File: src/hdl/wlock_pkg.sv
// constants, field layout and carrier types of the fine-grain write lock
// assumes a word-wide command port fed by an outside pmbus engine
// Notes on behaviour
// [RL1] set group bit makes group read-only
// [RL2] bit 10 locks warning limits, alert mask
// [RL3] bit 9 locks current/temp faults, fault simulation
// [RL4] bit 8 locks margins and transition rate
// [RL5] bit 7 locks operation; clear defers to standard
// [RL6] bit 6 locks configuration commands except on-off config (bit 4)
// [RL7] bit 5 locks input voltage limits, response
// [RL8] bit 4 locks startup/shutdown timing, on-off thresholds
// [RL9] bit 3 locks inventory identity commands
// [RL10] bit 2 locks pin-detect override, bus address
// [RL11] bit 1 locks unlock key; key locks word
// [RL12] bit 1, key nonzero, stored: word locked forever
// [RL13] bit 1, key zero: key programming refused
// [RL14] bit 0 at boot/restore locks nvm save
// [RL15] id word writes accepted, data discarded
// [RL16] id word write sets no comm status
// [RL17] id word reads fixed 16-bit value, no nvm
// [RL18] bit 15 locks word and key; permanent
// [RL19] word at fbh, loaded from nvm at boot
// [RL20] refused write leaves target value unchanged
package wlock_pkg;
    // ****************************************
    // command codes
    // ****************************************
    localparam logic [7:0] CMD_OPERATION = 8'h01;
    localparam logic [7:0] CMD_STORE_USER_ALL = 8'h15;
    localparam logic [7:0] CMD_SMBALERT_MASK = 8'h1b;
    localparam logic [7:0] CMD_VOUT_TRANSITION_RATE = 8'h27;
    localparam logic [7:0] CMD_FREQUENCY_SWITCH = 8'h33;
    localparam logic [7:0] CMD_VIN_ON = 8'h35;
    localparam logic [7:0] CMD_VIN_OFF = 8'h36;
    localparam logic [7:0] CMD_INTERLEAVE = 8'h37;
    localparam logic [7:0] CMD_VOUT_OV_WARN = 8'h42;
    localparam logic [7:0] CMD_VOUT_UV_WARN = 8'h43;
    localparam logic [7:0] CMD_IOUT_OC_FAULT = 8'h46;
    localparam logic [7:0] CMD_IOUT_OC_FAULT_RESP = 8'h47;
    localparam logic [7:0] CMD_IOUT_OC_WARN = 8'h4a;
    localparam logic [7:0] CMD_OT_FAULT = 8'h4f;
    localparam logic [7:0] CMD_OT_FAULT_RESP = 8'h50;
    localparam logic [7:0] CMD_OT_WARN = 8'h51;
    localparam logic [7:0] CMD_VIN_OV_FAULT = 8'h55;
    localparam logic [7:0] CMD_VIN_OV_FAULT_RESP = 8'h56;
    localparam logic [7:0] CMD_VIN_OV_WARN = 8'h57;
    localparam logic [7:0] CMD_VIN_UV_WARN = 8'h58;
    localparam logic [7:0] CMD_TON_DELAY = 8'h60;
    localparam logic [7:0] CMD_TON_RISE = 8'h61;
    localparam logic [7:0] CMD_TON_MAX_FAULT = 8'h62;
    localparam logic [7:0] CMD_TON_MAX_FAULT_RESP = 8'h63;
    localparam logic [7:0] CMD_TOFF_DELAY = 8'h64;
    localparam logic [7:0] CMD_TOFF_FALL = 8'h65;
    localparam logic [7:0] CMD_ON_OFF_CONFIG = 8'h02;
    localparam logic [7:0] CMD_VOUT_MARGIN_HIGH = 8'h25;
    localparam logic [7:0] CMD_VOUT_MARGIN_LOW = 8'h26;
    localparam logic [7:0] CMD_MFR_ID = 8'h99;
    localparam logic [7:0] CMD_MFR_MODEL = 8'h9a;
    localparam logic [7:0] CMD_MFR_REVISION = 8'h9b;
    localparam logic [7:0] CMD_MFR_SERIAL = 8'h9e;
    localparam logic [7:0] CMD_PMBUS_ADDRESS = 8'hd0;
    localparam logic [7:0] CMD_PIN_DETECT_OVERRIDE = 8'hd1;
    localparam logic [7:0] CMD_SIMULATE_FAULTS = 8'he3;
    localparam logic [7:0] CMD_CFG_FIRST = 8'hd2;
    localparam logic [7:0] CMD_CFG_LAST = 8'hdb;
    localparam logic [7:0] CMD_UNLOCK_KEY = 8'hfa;
    localparam logic [7:0] CMD_LOCK_WORD = 8'hfb;
    localparam logic [7:0] CMD_PLATFORM_ID = 8'hfc;

    // ****************************************
    // lock word fields
    // ****************************************
    localparam int BIT_SELF_LOCK = 15;
    localparam int BIT_WARNING = 10;
    localparam int BIT_CUR_TEMP = 9;
    localparam int BIT_TRIM_LEVEL = 8;
    localparam int BIT_RUN_CONTROL = 7;
    localparam int BIT_CONFIG = 6;
    localparam int BIT_INPUT_VOLT = 5;
    localparam int BIT_STARTUP = 4;
    localparam int BIT_INVENTORY = 3;
    localparam int BIT_ADDRESS_PIN = 2;
    localparam int BIT_UNLOCK_KEY = 1;
    localparam int BIT_NVM_SAVE = 0;
    localparam int GROUP_COUNT = 11;
    // bits held here: 15 and 10..0; the rest read as zero
    localparam logic [15:0] LOCK_WORD_MASK = 16'h87ff;
    localparam logic [15:0] WORD_ZERO = 16'h0000;

    // arbitrary neutral platform identity value
    localparam logic [15:0] PLATFORM_ID_DEFAULT = 16'h5a5a;

    // ****************************************
    // carrier types
    // ****************************************
    typedef struct packed {
        logic valid;
        logic write;
        logic [7:0] code;
        logic [15:0] data;
    } cmd_req_t;

    typedef struct packed {
        logic valid;
        logic accepted;
        logic [15:0] data;
    } cmd_rsp_t;

    typedef enum logic [1:0] {
        ST_BOOT,
        ST_RUN
    } boot_state_t;
endpackage : wlock_pkg

File: src/hdl/cmd_group_decode.sv
// maps a command code to a group vector of the lock word with at most one bit set
// assumes codes arrive as plain 8-bit values
`timescale 1ns/100ps
module cmd_group_decode
    import wlock_pkg::*;
(
    input wire logic [7:0] code_i,
    output logic [GROUP_COUNT-1:0] group_o
);
    always_comb begin
        group_o = '0;
        case (code_i)
            CMD_VOUT_OV_WARN, CMD_VOUT_UV_WARN, CMD_IOUT_OC_WARN,
            CMD_OT_WARN, CMD_SMBALERT_MASK: group_o[BIT_WARNING] = 1'b1; // see [RL2]
            CMD_IOUT_OC_FAULT, CMD_IOUT_OC_FAULT_RESP, CMD_OT_FAULT,
            CMD_OT_FAULT_RESP, CMD_SIMULATE_FAULTS: group_o[BIT_CUR_TEMP] = 1'b1; // see [RL3]
            CMD_VOUT_MARGIN_HIGH, CMD_VOUT_MARGIN_LOW,
            CMD_VOUT_TRANSITION_RATE: group_o[BIT_TRIM_LEVEL] = 1'b1; // see [RL4]
            CMD_OPERATION: group_o[BIT_RUN_CONTROL] = 1'b1; // see [RL5]
            CMD_FREQUENCY_SWITCH, CMD_INTERLEAVE: group_o[BIT_CONFIG] = 1'b1; // see [RL6]
            CMD_VIN_UV_WARN, CMD_VIN_OV_FAULT, CMD_VIN_OV_WARN,
            CMD_VIN_OV_FAULT_RESP: group_o[BIT_INPUT_VOLT] = 1'b1; // see [RL7]
            CMD_TON_DELAY, CMD_TON_RISE, CMD_TON_MAX_FAULT, CMD_TON_MAX_FAULT_RESP,
            CMD_TOFF_DELAY, CMD_TOFF_FALL, CMD_ON_OFF_CONFIG, CMD_VIN_ON,
            CMD_VIN_OFF: group_o[BIT_STARTUP] = 1'b1; // see [RL8]
            CMD_MFR_ID, CMD_MFR_MODEL, CMD_MFR_REVISION,
            CMD_MFR_SERIAL: group_o[BIT_INVENTORY] = 1'b1; // see [RL9]
            CMD_PIN_DETECT_OVERRIDE, CMD_PMBUS_ADDRESS: group_o[BIT_ADDRESS_PIN] = 1'b1; // see [RL10]
            CMD_UNLOCK_KEY: group_o[BIT_UNLOCK_KEY] = 1'b1; // see [RL11]
            CMD_STORE_USER_ALL: group_o[BIT_NVM_SAVE] = 1'b1; // see [RL14]
            default: begin
                // remaining configuration codes form a contiguous block
                if (code_i >= CMD_CFG_FIRST && code_i <= CMD_CFG_LAST) begin
                    group_o[BIT_CONFIG] = 1'b1; // see [RL6]
                end
            end
        endcase
    end
endmodule : cmd_group_decode

File: src/hdl/fine_grain_write_lock.sv
// fine-grain write lock word, platform identity word and write gating
// assumes a pmbus engine presents one word command per req valid pulse,
// and that key, standard-protect and restore state come from sibling blocks
`timescale 1ns/100ps
module fine_grain_write_lock
    import wlock_pkg::*;
(
    input wire logic mclk_i,
    input wire logic rstn_i,
    input wire cmd_req_t req_i,
    input wire logic [15:0] nvm_word_i,
    input wire logic nvm_valid_i,
    input wire logic nvm_restore_i,
    input wire logic nvm_store_done_i,
    input wire logic key_nonzero_i,
    input wire logic std_protect_i,
    output cmd_rsp_t rsp_o,
    output logic target_write_o,
    output logic [7:0] target_code_o,
    output logic [15:0] target_data_o,
    output logic [15:0] lock_word_o,
    output logic word_frozen_o,
    output logic key_program_block_o
);
    // ****************************************
    // state
    // ****************************************
    typedef struct packed {
        boot_state_t st;
        logic [15:0] lock_word;
        logic save_lock_latched;
        logic frozen;
        cmd_rsp_t rsp;
        logic tgt_write;
        logic [7:0] tgt_code;
        logic [15:0] tgt_data;
        logic key_block;
    } lock_state_t;

    lock_state_t state_reg;
    lock_state_t state_next;
    logic [GROUP_COUNT-1:0] group;
    logic group_locked;
    logic word_locked;
    logic [15:0] wr_val;

    cmd_group_decode u_decode (
        .code_i(req_i.code),
        .group_o(group)
    );

    // ****************************************
    // write gating
    // ****************************************
    always_comb begin
        wr_val = req_i.data & LOCK_WORD_MASK;
        // group bits 10..1 act live; bit 0 uses its boot/restore snapshot
        group_locked = |(group[GROUP_COUNT-1:1] & state_reg.lock_word[GROUP_COUNT-1:1]); // see [RL1]
        if (group[BIT_NVM_SAVE] && (state_reg.save_lock_latched || key_nonzero_i)) begin
            group_locked = 1'b1; // see [RL14]
        end
        // key zero plus bit 1 refuses any new key value
        if (group[BIT_UNLOCK_KEY] && !key_nonzero_i && state_reg.key_block) begin
            group_locked = 1'b1; // see [RL13]
        end
        word_locked = state_reg.lock_word[BIT_SELF_LOCK] || key_nonzero_i
                      || state_reg.frozen; // see [RL11] see [RL18]
        if (req_i.code == CMD_UNLOCK_KEY && state_reg.lock_word[BIT_SELF_LOCK]) begin
            group_locked = 1'b1; // see [RL18]
        end
    end

    // ****************************************
    // next state
    // ****************************************
    always_comb begin
        state_next = state_reg;
        state_next.rsp = '0;
        state_next.tgt_write = 1'b0;
        state_next.key_block = state_reg.lock_word[BIT_UNLOCK_KEY];
        case (state_reg.st)
            ST_BOOT: begin
                if (nvm_valid_i) begin
                    state_next.lock_word = nvm_word_i & LOCK_WORD_MASK; // see [RL19]
                    state_next.save_lock_latched = nvm_word_i[BIT_NVM_SAVE]; // see [RL14]
                    state_next.st = ST_RUN;
                end
            end
            ST_RUN: begin
                if (nvm_restore_i) begin
                    state_next.lock_word = nvm_word_i & LOCK_WORD_MASK;
                    state_next.save_lock_latched = nvm_word_i[BIT_NVM_SAVE]; // see [RL14]
                end
                // a store with self-lock, or key lock with bit 1, freezes the word
                if (nvm_store_done_i && (state_reg.lock_word[BIT_SELF_LOCK]
                    || (state_reg.lock_word[BIT_UNLOCK_KEY] && key_nonzero_i))) begin
                    state_next.frozen = 1'b1; // see [RL12] see [RL18]
                end
                if (req_i.valid) begin
                    state_next.rsp.valid = 1'b1;
                    state_next.rsp.accepted = 1'b1;
                    case (req_i.code)
                        CMD_PLATFORM_ID: begin
                            // write accepted and discarded, no comm status raised
                            state_next.rsp.data = PLATFORM_ID_DEFAULT; // see [RL15] see [RL16] see [RL17]
                        end
                        CMD_LOCK_WORD: begin
                            state_next.rsp.data = state_reg.lock_word;
                            if (req_i.write) begin
                                if (word_locked) begin
                                    state_next.rsp.accepted = 1'b0; // see [RL20]
                                end else begin
                                    state_next.lock_word = wr_val; // see [RL19]
                                end
                            end
                        end
                        default: begin
                            state_next.rsp.data = WORD_ZERO;
                            if (req_i.write) begin
                                // clear group bit: standard protect still applies
                                if (group_locked || std_protect_i) begin
                                    state_next.rsp.accepted = 1'b0; // see [RL5] see [RL20]
                                end else begin
                                    state_next.tgt_write = 1'b1;
                                    state_next.tgt_code = req_i.code;
                                    state_next.tgt_data = req_i.data;
                                end
                            end
                        end
                    endcase
                end
            end
            default: begin
                state_next.st = ST_BOOT;
            end
        endcase
    end

    // ****************************************
    // registers
    // ****************************************
    always_ff @(posedge mclk_i) begin
        if (!rstn_i) begin
            state_reg <= '0;
            state_reg.st <= ST_BOOT;
        end else begin
            state_reg <= state_next;
        end
    end

    assign rsp_o = state_reg.rsp;
    assign target_write_o = state_reg.tgt_write;
    assign target_code_o = state_reg.tgt_code;
    assign target_data_o = state_reg.tgt_data;
    assign lock_word_o = state_reg.lock_word;
    assign word_frozen_o = state_reg.frozen;
    assign key_program_block_o = state_reg.key_block;
endmodule : fine_grain_write_lock

File: config.mk
export PLATFORM = sky130hd
export DESIGN_NAME = fine_grain_write_lock
export DESIGN_NICKNAME = d
export VERILOG_FILES = /design/src/hdl/wlock_pkg.sv /design/src/hdl/cmd_group_decode.sv /design/src/hdl/fine_grain_write_lock.sv
export SDC_FILE = /design/constraint.sdc
export NUM_CORES = 1
export LEC_CHECK = 0
export BUFFER_PORTS_ARGS = -buffer_cell sky130_fd_sc_hd__buf_2
export CORE_ASPECT_RATIO = 0.7
export CORE_UTILIZATION = 49
export DETAILED_ROUTE_END_ITERATION = 12
export GPL_TIMING_DRIVEN = 0
export HOLD_SLACK_MARGIN = 0.15
export PLACE_DENSITY = 0.76
export SLEW_MARGIN = 5
export SYNTH_ARGS = -nofsm -noshare
export SYNTH_HDL_FRONTEND = slang
export SYNTH_SLANG_ARGS = --single-unit
File: constraint.sdc
create_clock -name mclk_i -period 2.7 [get_ports mclk_i]
set_input_delay 0.54 -clock mclk_i [delete_from_list [all_inputs] [get_ports mclk_i]]
set_output_delay 0.54 -clock mclk_i [all_outputs]
set_load 0.1 [all_outputs]
* Word-level counts from Yosys, hierarchy flattened
Cells that the tools add are included.
** Word-level totals
- Input port bits :: 49
- Output and inout bits :: 61
- Register bits :: 64
** Operators by class
- Bitwise logic cells :: 7
- Equal/unequal tests :: 42
- Mux-type cells :: 33
- Magnitude comparators :: 2
- Reduce and logical (&&, ||, !) cells :: 34
** Operators by type and width (count)
- 8-bit by 7-bit == test with 1-bit output, second input constant :: 18
- 8-bit == test, second input constant :: 10
- 25-bit two-way mux :: 3
- 16-bit two-way mux :: 4
- 8-bit by 6-bit == test with 1-bit output, second input constant :: 7
- 43-bit two-way mux :: 1
- 35-bit OR reduction :: 1
- 17-bit case mux with 2 select lines :: 1
- 16-bit case mux with 2 select lines :: 1
- 19-bit two-way mux :: 1
- 1-bit two-way mux :: 18
- 17-bit two-way mux :: 1
- 8-bit by 5-bit == test with 1-bit output, second input constant :: 2
- 10-bit AND :: 1
- 10-bit OR reduction :: 1
- 5-bit OR reduction :: 2
- 9-bit OR reduction :: 1
- 8-bit by 1-bit == test with 1-bit output, second input constant :: 1
- 8-bit by 2-bit == test with 1-bit output, second input constant :: 1
- 8-bit >= comparator, second input constant :: 1
- 8-bit less-or-equal comparator, second input constant :: 1
- 2-bit AND reduction :: 4
- 4-bit OR reduction :: 2
- 1-bit logical AND :: 7
- other kinds (14) :: 28

* Longest topological paths before layout
Gate-level depths: netlist (run 1).
- Depth after elaboration :: 14
- Mapped depth :: 8

* Cells and area by module
A second synthesis (run 1) with hierarchy kept.
** Unflattened totals
- Cells, all modules :: 389
- Area, all modules :: 3283.1 um^2
** By module, submodules not included
- fine_grain_write_lock :: area an instance 2914.0 um^2, instances 1, cells an instance 331
- cmd_group_decode :: area an instance 369.1 um^2, instances 1, cells an instance 58

* Worst setup path after synthesis (run 1)
Ideal clock, no wire load.
- Kind :: reg2reg
- Start point :: reg state_reg (netlist bit key_program_block_o)
- End point :: reg state_reg (netlist bit target_code_o[0])
- Required time :: 2.628 ns
- Setup slack :: 0.139 ns
- Cell stages (with the launch flop) :: 8
- Arrival time :: 2.489 ns
- Setup time :: 0.072 ns
- Clock period less this slack :: 2.561 ns
- Buffers on the path :: 1
- Path through :: dfxtp_1 -> nor2b_1 -> o41ai_2 -> nand2_1 -> a2111o_1 -> nor4_4 -> buf_6 -> mux2i_1
** On the way
- Word-level cells in the longest chain between the ends :: 6
** RTL lines
- start, declared :: RTL line fine_grain_write_lock.sv:40 : lock_state_t state_reg;
- start signal, assigned :: RTL line fine_grain_write_lock.sv:147 : state_reg <= state_next;
- 1-bit logical AND :: RTL line fine_grain_write_lock.sv:63 : if (group[BIT_UNLOCK_KEY] && !key_nonzero_i && state_reg.key_block) begin
- 1-bit two-way mux :: RTL line fine_grain_write_lock.sv:63
- 1-bit two-way mux :: RTL line fine_grain_write_lock.sv:68 : if (req_i.code == CMD_UNLOCK_KEY && state_reg.lock_word[BIT_SELF_LOCK]) begin
- 1-bit logical OR :: RTL line fine_grain_write_lock.sv:121 : if (group_locked || std_protect_i) begin
- 1-bit inverter (no line)
- 5-bit AND reduction (no line)
No other way between the ends.
A chain may end at the register's enable or synchronous reset.

* Worst setup path after layout (run 1)
- Start point :: in req_i[22] (netlist name)
- End point :: reg state_reg (netlist bit target_data_o[10])
** On the way
- Word-level cells in the longest chain between the ends :: 12
** RTL lines
- start, declared :: RTL line fine_grain_write_lock.sv:10 : input wire cmd_req_t req_i,
- 8-bit >= comparator or 8-bit less-or-equal comparator (tied branches) :: RTL line cmd_group_decode.sv:33 : if (code_i >= CMD_CFG_FIRST && code_i <= CMD_CFG_LAST) begin
- 1-bit logical AND :: RTL line cmd_group_decode.sv:33
- 1-bit two-way mux :: RTL line cmd_group_decode.sv:33
- 1-bit case mux with 2 select lines :: RTL line cmd_group_decode.sv:12 : case (code_i)
- 10-bit AND :: RTL line fine_grain_write_lock.sv:58 : group_locked = |(group[GROUP_COUNT-1:1] & state_reg.lock_word[GROUP_COUNT-1:1]);
- 10-bit OR reduction :: RTL line fine_grain_write_lock.sv:58
- 1-bit two-way mux :: RTL line fine_grain_write_lock.sv:59 : if (group[BIT_NVM_SAVE] && (state_reg.save_lock_latched || key_nonzero_i)) begin
- 1-bit two-way mux :: RTL line fine_grain_write_lock.sv:63
- 1-bit two-way mux :: RTL line fine_grain_write_lock.sv:68
- 1-bit logical OR :: RTL line fine_grain_write_lock.sv:121
- 1-bit inverter (no line)
- 5-bit AND reduction (no line) (*)
Every way passes the cells marked *; elsewhere a longest branch is shown, timed or not.

==> results of run 1 <==
[through the flow]
step	utilization [%]	power [mW]	setup slack, ps	TNS [ps]
after floorplan	-	1.36	139	0
after global placement	60.4	1.47	-68.4	-1260
after detailed placement	60.4	1.48	-223	-2980
after CTS	63.8	2.42	152	0
after global routing	63.8	2.52	31.7	0
final	63.8	2.42	162	0
[layer usage]
layer  vias up  wire, µm  global-route usage, %
li1       1593         -                      -
met1      1541      4120                   35.5
met2       205      4180                   40.3
met3        32      1040                   8.09
met5         -         0                      0
met4         0       227                   9.84
[placed cells by master, fill, tap and decap left out, types with 2 or more instances in the layout]
cell type   instances
o2111ai_1           2
nor2b_1            17
a211oi_1           27
o21ai_0             8
clkinvlp_4          2
buf_4              60
a21oi_1            10
mux2i_1            38
nor2_1             12
or3_1               2
clkbuf_8           10
buf_2             107
bufinv_16           2
o21ai_1             7
buf_6               3
clkbuf_1           18
and3_1             10
nand3_1             8
and2_1              5
a31oi_1             3
nand3b_1            3
a21o_1              2
nand2_1            79
nand4_1             5
dfxtp_1            63
nor3_1              3
inv_1               4
[area by class of cell]
class | count | share of cell area [%]
Timing Repair Buffer | 102 | 11.8
Multi-Input combinational cell | 261 | 37.4
Clock buffer | 10 | 3.18
Tap cell | 94 | 2.72
Buffer | 86 | 13.3
Clock inverter | 6 | 2.14
Inverter | 4 | 0.347
Sequential cell | 63 | 29.1
[worst max-delay path by stage]
stage	cells after the start	startpoint	slack, ps	end
floorplan	7	key_program_block_o	140	target_code_o[0]
global placement	8	req_i[16]	-70	target_data_o[7]
detailed placement	9	req_i[22]	-220	target_data_o[10]
CTS	9	req_i[22]	150	target_data_o[10]
global route	9	req_i[22]	30	target_data_o[10]
finish	9	req_i[22]	160	target_data_o[10]
[where the power goes]
| group | internal [mW] | total (mW) | switching [mW] |
|---|---|---|---|
| combinational | 0.140 | 0.473 | 0.333 |
| clock | 0.549 | 0.953 | 0.403 |
| sequential | 0.955 | 0.996 | 0.0412 |
[cells by family (layout without fill, tap and decap cells)]
logic type / after synthesis / after routing / share of synthesized area (%)
AOI/OAI and AO/OA: 68 / 68 / 13.4
muxes: 38 / 38 / 11.0
buffers and inverters: 90 / 208 / 17.0
and+or+nand+nor: 154 / 154 / 22.0
xor gates and xnor gates: 1 / 1 / 0.252
DFF: 63 / 63 / 36.3
[worst max-delay path, stage by stage]
cell and delay [ps]:
buf_2 120, buf_2 180, nor4b_1 160, o2111ai_1 180, o21ai_1 100, a2111o_1 460
nor4_4 580, buf_6 260, mux2i_1 230
==> impl_metrics.ini, run 1 <==
[outcome]
outcome = completed

[critical_path]
critPathCaptureType = flip-flop
r2r_setup_slack_ps = 200
worstPathRequired_ps = 2970
crit_path_max_fanout = 10
crit_type = in -> reg
r2r_cells = 7
critPathLaunchType = input port
r2r_start = lock_word_o[10]
crit_arrival_ps = 2810
timing.rr.end = target_data_o[10]

[yosys]
yosys-top-cells-count = nand2_1, dfxtp_1, buf_4
syn-mean-instance-area_um2 = 8.39
synthCells = 414
yosys.cell_count.top_type = nand2_1
synth_seq_cells = 63
synth_top_area_share_pct = 36.3
synth_area_um2 = 3470
yosysWarnings = 0
ys_seq_area_share_pct = 36.3
syn_nets = 463
synthTopCellsByArea = dfxtp_1, buf_4, mux2i_1
synth_edf_count = 0
synth-main-ff-cell = dfxtp_1
ys_async_sr_fraction_pct = 0
ys_types = 44
synth_largest_area_cell = dfxtp_1

[place]
place_inst = 610
dp_hpwl_um = 6980
place_area_um2 = 4100
place_congestion = 0.925
io_buffers = 102

[timing]
setup_violations = 0
rsz0062_at_grt = false
hold_viol = 0
worst_slew_pin_slew_ps = 694
max_freq_mhz = 394
min_period_ps = 2540
timing.hold.ws_ps = 431
maxSlewViolCount = 0
skew_ps = 6.01
fin_crit_sh_pct = 94.0
slew_headroom_pct = 53.7

[drt]
wl_per_cell_um = 15.3
route.antenna.remaining_nets = 0
drtPass1Iterations = 5
num_vias = 3371
drc_errors = 0
viasPerCell = 5.38
drt-initial-drc-count = 310
totalWireLength_um = 9570

[cells_and_area]
final_area_um2 = 4330
nFillCells = 620
syn_to_final_growth_pct = 24.7
fin_nets = 576
largest_reg_flops = 18
diodes = 0
multi_input_area_um2 = 1620
stdcell_count = 626
layout.area.seq_um2 = 1260
final_layout_size_suffix_gt1_share_pct = 35.7

[run]
drv_cap = 0

[worst_hold_path]
hp-start = req_i[13]
min_to = target_data_o[13]
hold_path.class = in -> reg
worstHoldPathCells = 3

[cts]
cts_hold_buffers = 0
root_buffer = clkbuf_8
postCtsSetupBuffers = 0
cts_max_level = 3
clk_latency_ps = 350
cts.sinks = 63
cts_buffers = 9
cts_tree = built
cts_resized = 0
clockBufferDepth = 2
clk_pin_slew_ps = 80

[floorplanning]
die_w_um = 103
io_pins = 110
dieHeight_um = 72.4
die_area_um2 = 7430
start_util_pct = 51.2
rows = 25
coreArea_um2 = 6790

[global_routing]
grt_max_degree = 13
grt-ovfl-total = 0
grt_pass1_wl_um = 14900
grt_pass1_vias = 3137
grt_usage_pct = 26.6
antenna_found_initial = 0

[power_and_ir_drop]
irDropWorstVdd_mv = 0.261
cellLeakagePower_nw = 2.10
power.density_nw_per_um2 = 559
(Power assumes the default switching activity.)
==> run 2: changes to the inputs <==
--- a/config.mk
+++ b/config.mk
@@ -5,13 +5,14 @@
 export SDC_FILE = /design/constraint.sdc
 export NUM_CORES = 1
 export LEC_CHECK = 0
+export ABC_AREA = 1
 export BUFFER_PORTS_ARGS = -buffer_cell sky130_fd_sc_hd__buf_2
 export CORE_ASPECT_RATIO = 0.7
 export CORE_UTILIZATION = 49
 export DETAILED_ROUTE_END_ITERATION = 12
 export GPL_TIMING_DRIVEN = 0
 export HOLD_SLACK_MARGIN = 0.15
-export PLACE_DENSITY = 0.76
+export PLACE_DENSITY = 0.75
 export SLEW_MARGIN = 5
 export SYNTH_ARGS = -nofsm -noshare
 export SYNTH_HDL_FRONTEND = slang
==> impl_metrics.ini, run 2 <==
[cells_and_area]
post-route-util_pct = 62.8
fin_nets = 694
diodes = 0
syn_to_final_growth_pct = 24.1
final_cell_mix = nand2_1, buf_2, nor2_1, dfxtp_1, buf_4
final_layout_size_suffix_gt1_share_pct = 34.8
final_common_cell = nand2_1
largest_reg_flops = 18

[timing]
fin_setup_tns_ps = 0
max_freq_mhz = 460
fin_crit_sh_pct = 80.5
hold_viol = 0
skew_ps = 9.40
worst_slew_pin_slew_ps = 867
maxSlewViolCount = 0
setup_violations = 0
slew_headroom_pct = 41.6
rsz0062_at_grt = false
min_period_ps = 2170

[cts]
clk_pin_slew_ps = 80
cts.sinks = 63
cts_resized = 0
cts_tree = built
clk_latency_ps = 350
clockBufferDepth = 2
root_buffer = clkbuf_8
cts_max_level = 3
postCtsSetupBuffers = 0
cts_hold_buffers = 0
cts_buffers = 9

[yosys]
yosys-top-cells-count = nand2_1, nor2_1, dfxtp_1
synthAdderAreaFrac_pct = 0
synth_area_um2 = 3690
syn-mean-instance-area_um2 = 6.96
synthTopCellsByArea = dfxtp_1, buf_4, nand2_1
synthSimpleGateAreaFrac_pct = 34.3
synth_top_area_share_pct = 34.2
yosys.cell_count.top_type = nand2_1
synth_compound_gate_area_share_pct = 10.2
synth_edf_count = 0
synth_largest_area_cell = dfxtp_1
ys_seq_area_share_pct = 34.2
synthMuxAreaShare_pct = 0
synthCells = 530
syn_nets = 579
synth_top_family_by_area = simple AND/OR/NAND/NOR gates
synth_seq_cells = 63
ys_async_sr_fraction_pct = 0
synth_xor_area_share_pct = 0
ys_types = 27
yosysWarnings = 0
synth-main-ff-cell = dfxtp_1

[outcome]
outcome = completed

[floorplanning]
io_pins = 110
coreArea_um2 = 7290
rows = 26
start_util_pct = 50.6
die_area_um2 = 7880
dieHeight_um = 74.6
die_w_um = 106

[power_and_ir_drop]
power.density_nw_per_um2 = 548
irDropWorstVdd_mv = 0.357
cellLeakagePower_nw = 2.36

[drt]
drtPass1Iterations = 5
viasPerCell = 5.01
drc_errors = 0
route.antenna.remaining_nets = 0
drt-initial-drc-count = 284
wl_per_cell_um = 14.0
totalWireLength_um = 10500
num_vias = 3750

[critical_path]
r2r_setup_slack_ps = 750
critPathLaunch = req_i[22]
r2r_cells = 13
r2r_start = lock_word_o[1]
worstPathRequired_ps = 2900
critPathCaptureType = flip-flop
critPathLaunchType = input port
crit_path_max_fanout = 10
crit_path_end = lock_word_o[12]
crit_arrival_ps = 2370
timing.rr.end = target_data_o[4]
crit_type = in -> reg

[global_routing]
grt_max_degree = 13
grt_usage_pct = 26.9
grt_pass1_vias = 3308
grt-ovfl-total = 0
antenna_found_initial = 0
grt_pass1_wl_um = 16200

[place]
dp_hpwl_um = 8180
place_congestion = 0.878
io_buffers = 104

[run]
drv_cap = 0

[worst_hold_path]
hold_path.class = in -> reg
run 2: final cells by class:
cell class | count | area [µm²]
fillers | 697 | 2710
multi-input cells | 332 | 1640
flip-flops and latches | 63 | 1260
plain buffers | 79 | 573
repair buffers | 104 | 520
inverters | 56 | 210
clock buffers | 9 | 124
well taps | 98 | 123
clock inverters | 7 | 120
run 2: worst min-delay path by stage:
stage | to | start | cells past startpoint | slack (ps)
floorplan | rsp_o[13] | lock_word_o[13] | 2 | 440
global placement | lock_word_o[14] | lock_word_o[14] | 2 | 450
detailed placement | lock_word_o[11] | lock_word_o[11] | 2 | 460
CTS | target_data_o[2] | rstn_i | 3 | 430
global route | target_data_o[4] | rstn_i | 3 | 440
finish | target_data_o[1] | rstn_i | 3 | 440
run 2: critical path, stage by stage:
cell and delay [ps]:
buf_2 120, nand2_1 130, nor2_2 250, nand2_2 120, buf_6 160, inv_2 60, nand3_2 140, o21ai_0 730
nor3_1 90
run 2: per-layer routing:
layer / track usage (%) / part of all wire, % / vias to the layer above / wire length, µm
met2: 39.7 / 41 / 174 / 4330
met3: 7.36 / 9.2 / 12 / 964
li1: - / - / 1872 / -
met5: 0 / 0 / - / 0
met4: 8.49 / 0.86 / 0 / 90
met1: 38.2 / 49 / 1692 / 5100
run 2: kinds of logic (layout without fill, tap and decap cells):
family | after synthesis | after routing
compound gates | 53 | 53
buf+inv | 135 | 255
flops | 63 | 63
simple gates | 279 | 279
run 2: through the flow:
step                setup WS [ps]  instances  power, mW  hold slack (ps)  instance area (µm²)
detailed placement            193        732       1.50              465                 4330
floorplan                     780        530       1.38              439                 3690
global route                  342        748       2.59              436                 4570
CTS                           566        748       2.51              435                 4570
global placement              259        732       1.50              447                 4330
finish                        526        748       2.51              444                 4570
run 2: report_power, final:
group / switching, mW / internal [mW]
sequential: 0.0243 / 0.956
combinational: 0.369 / 0.136
clock: 0.403 / 0.616
total: 0.797 / 1.71
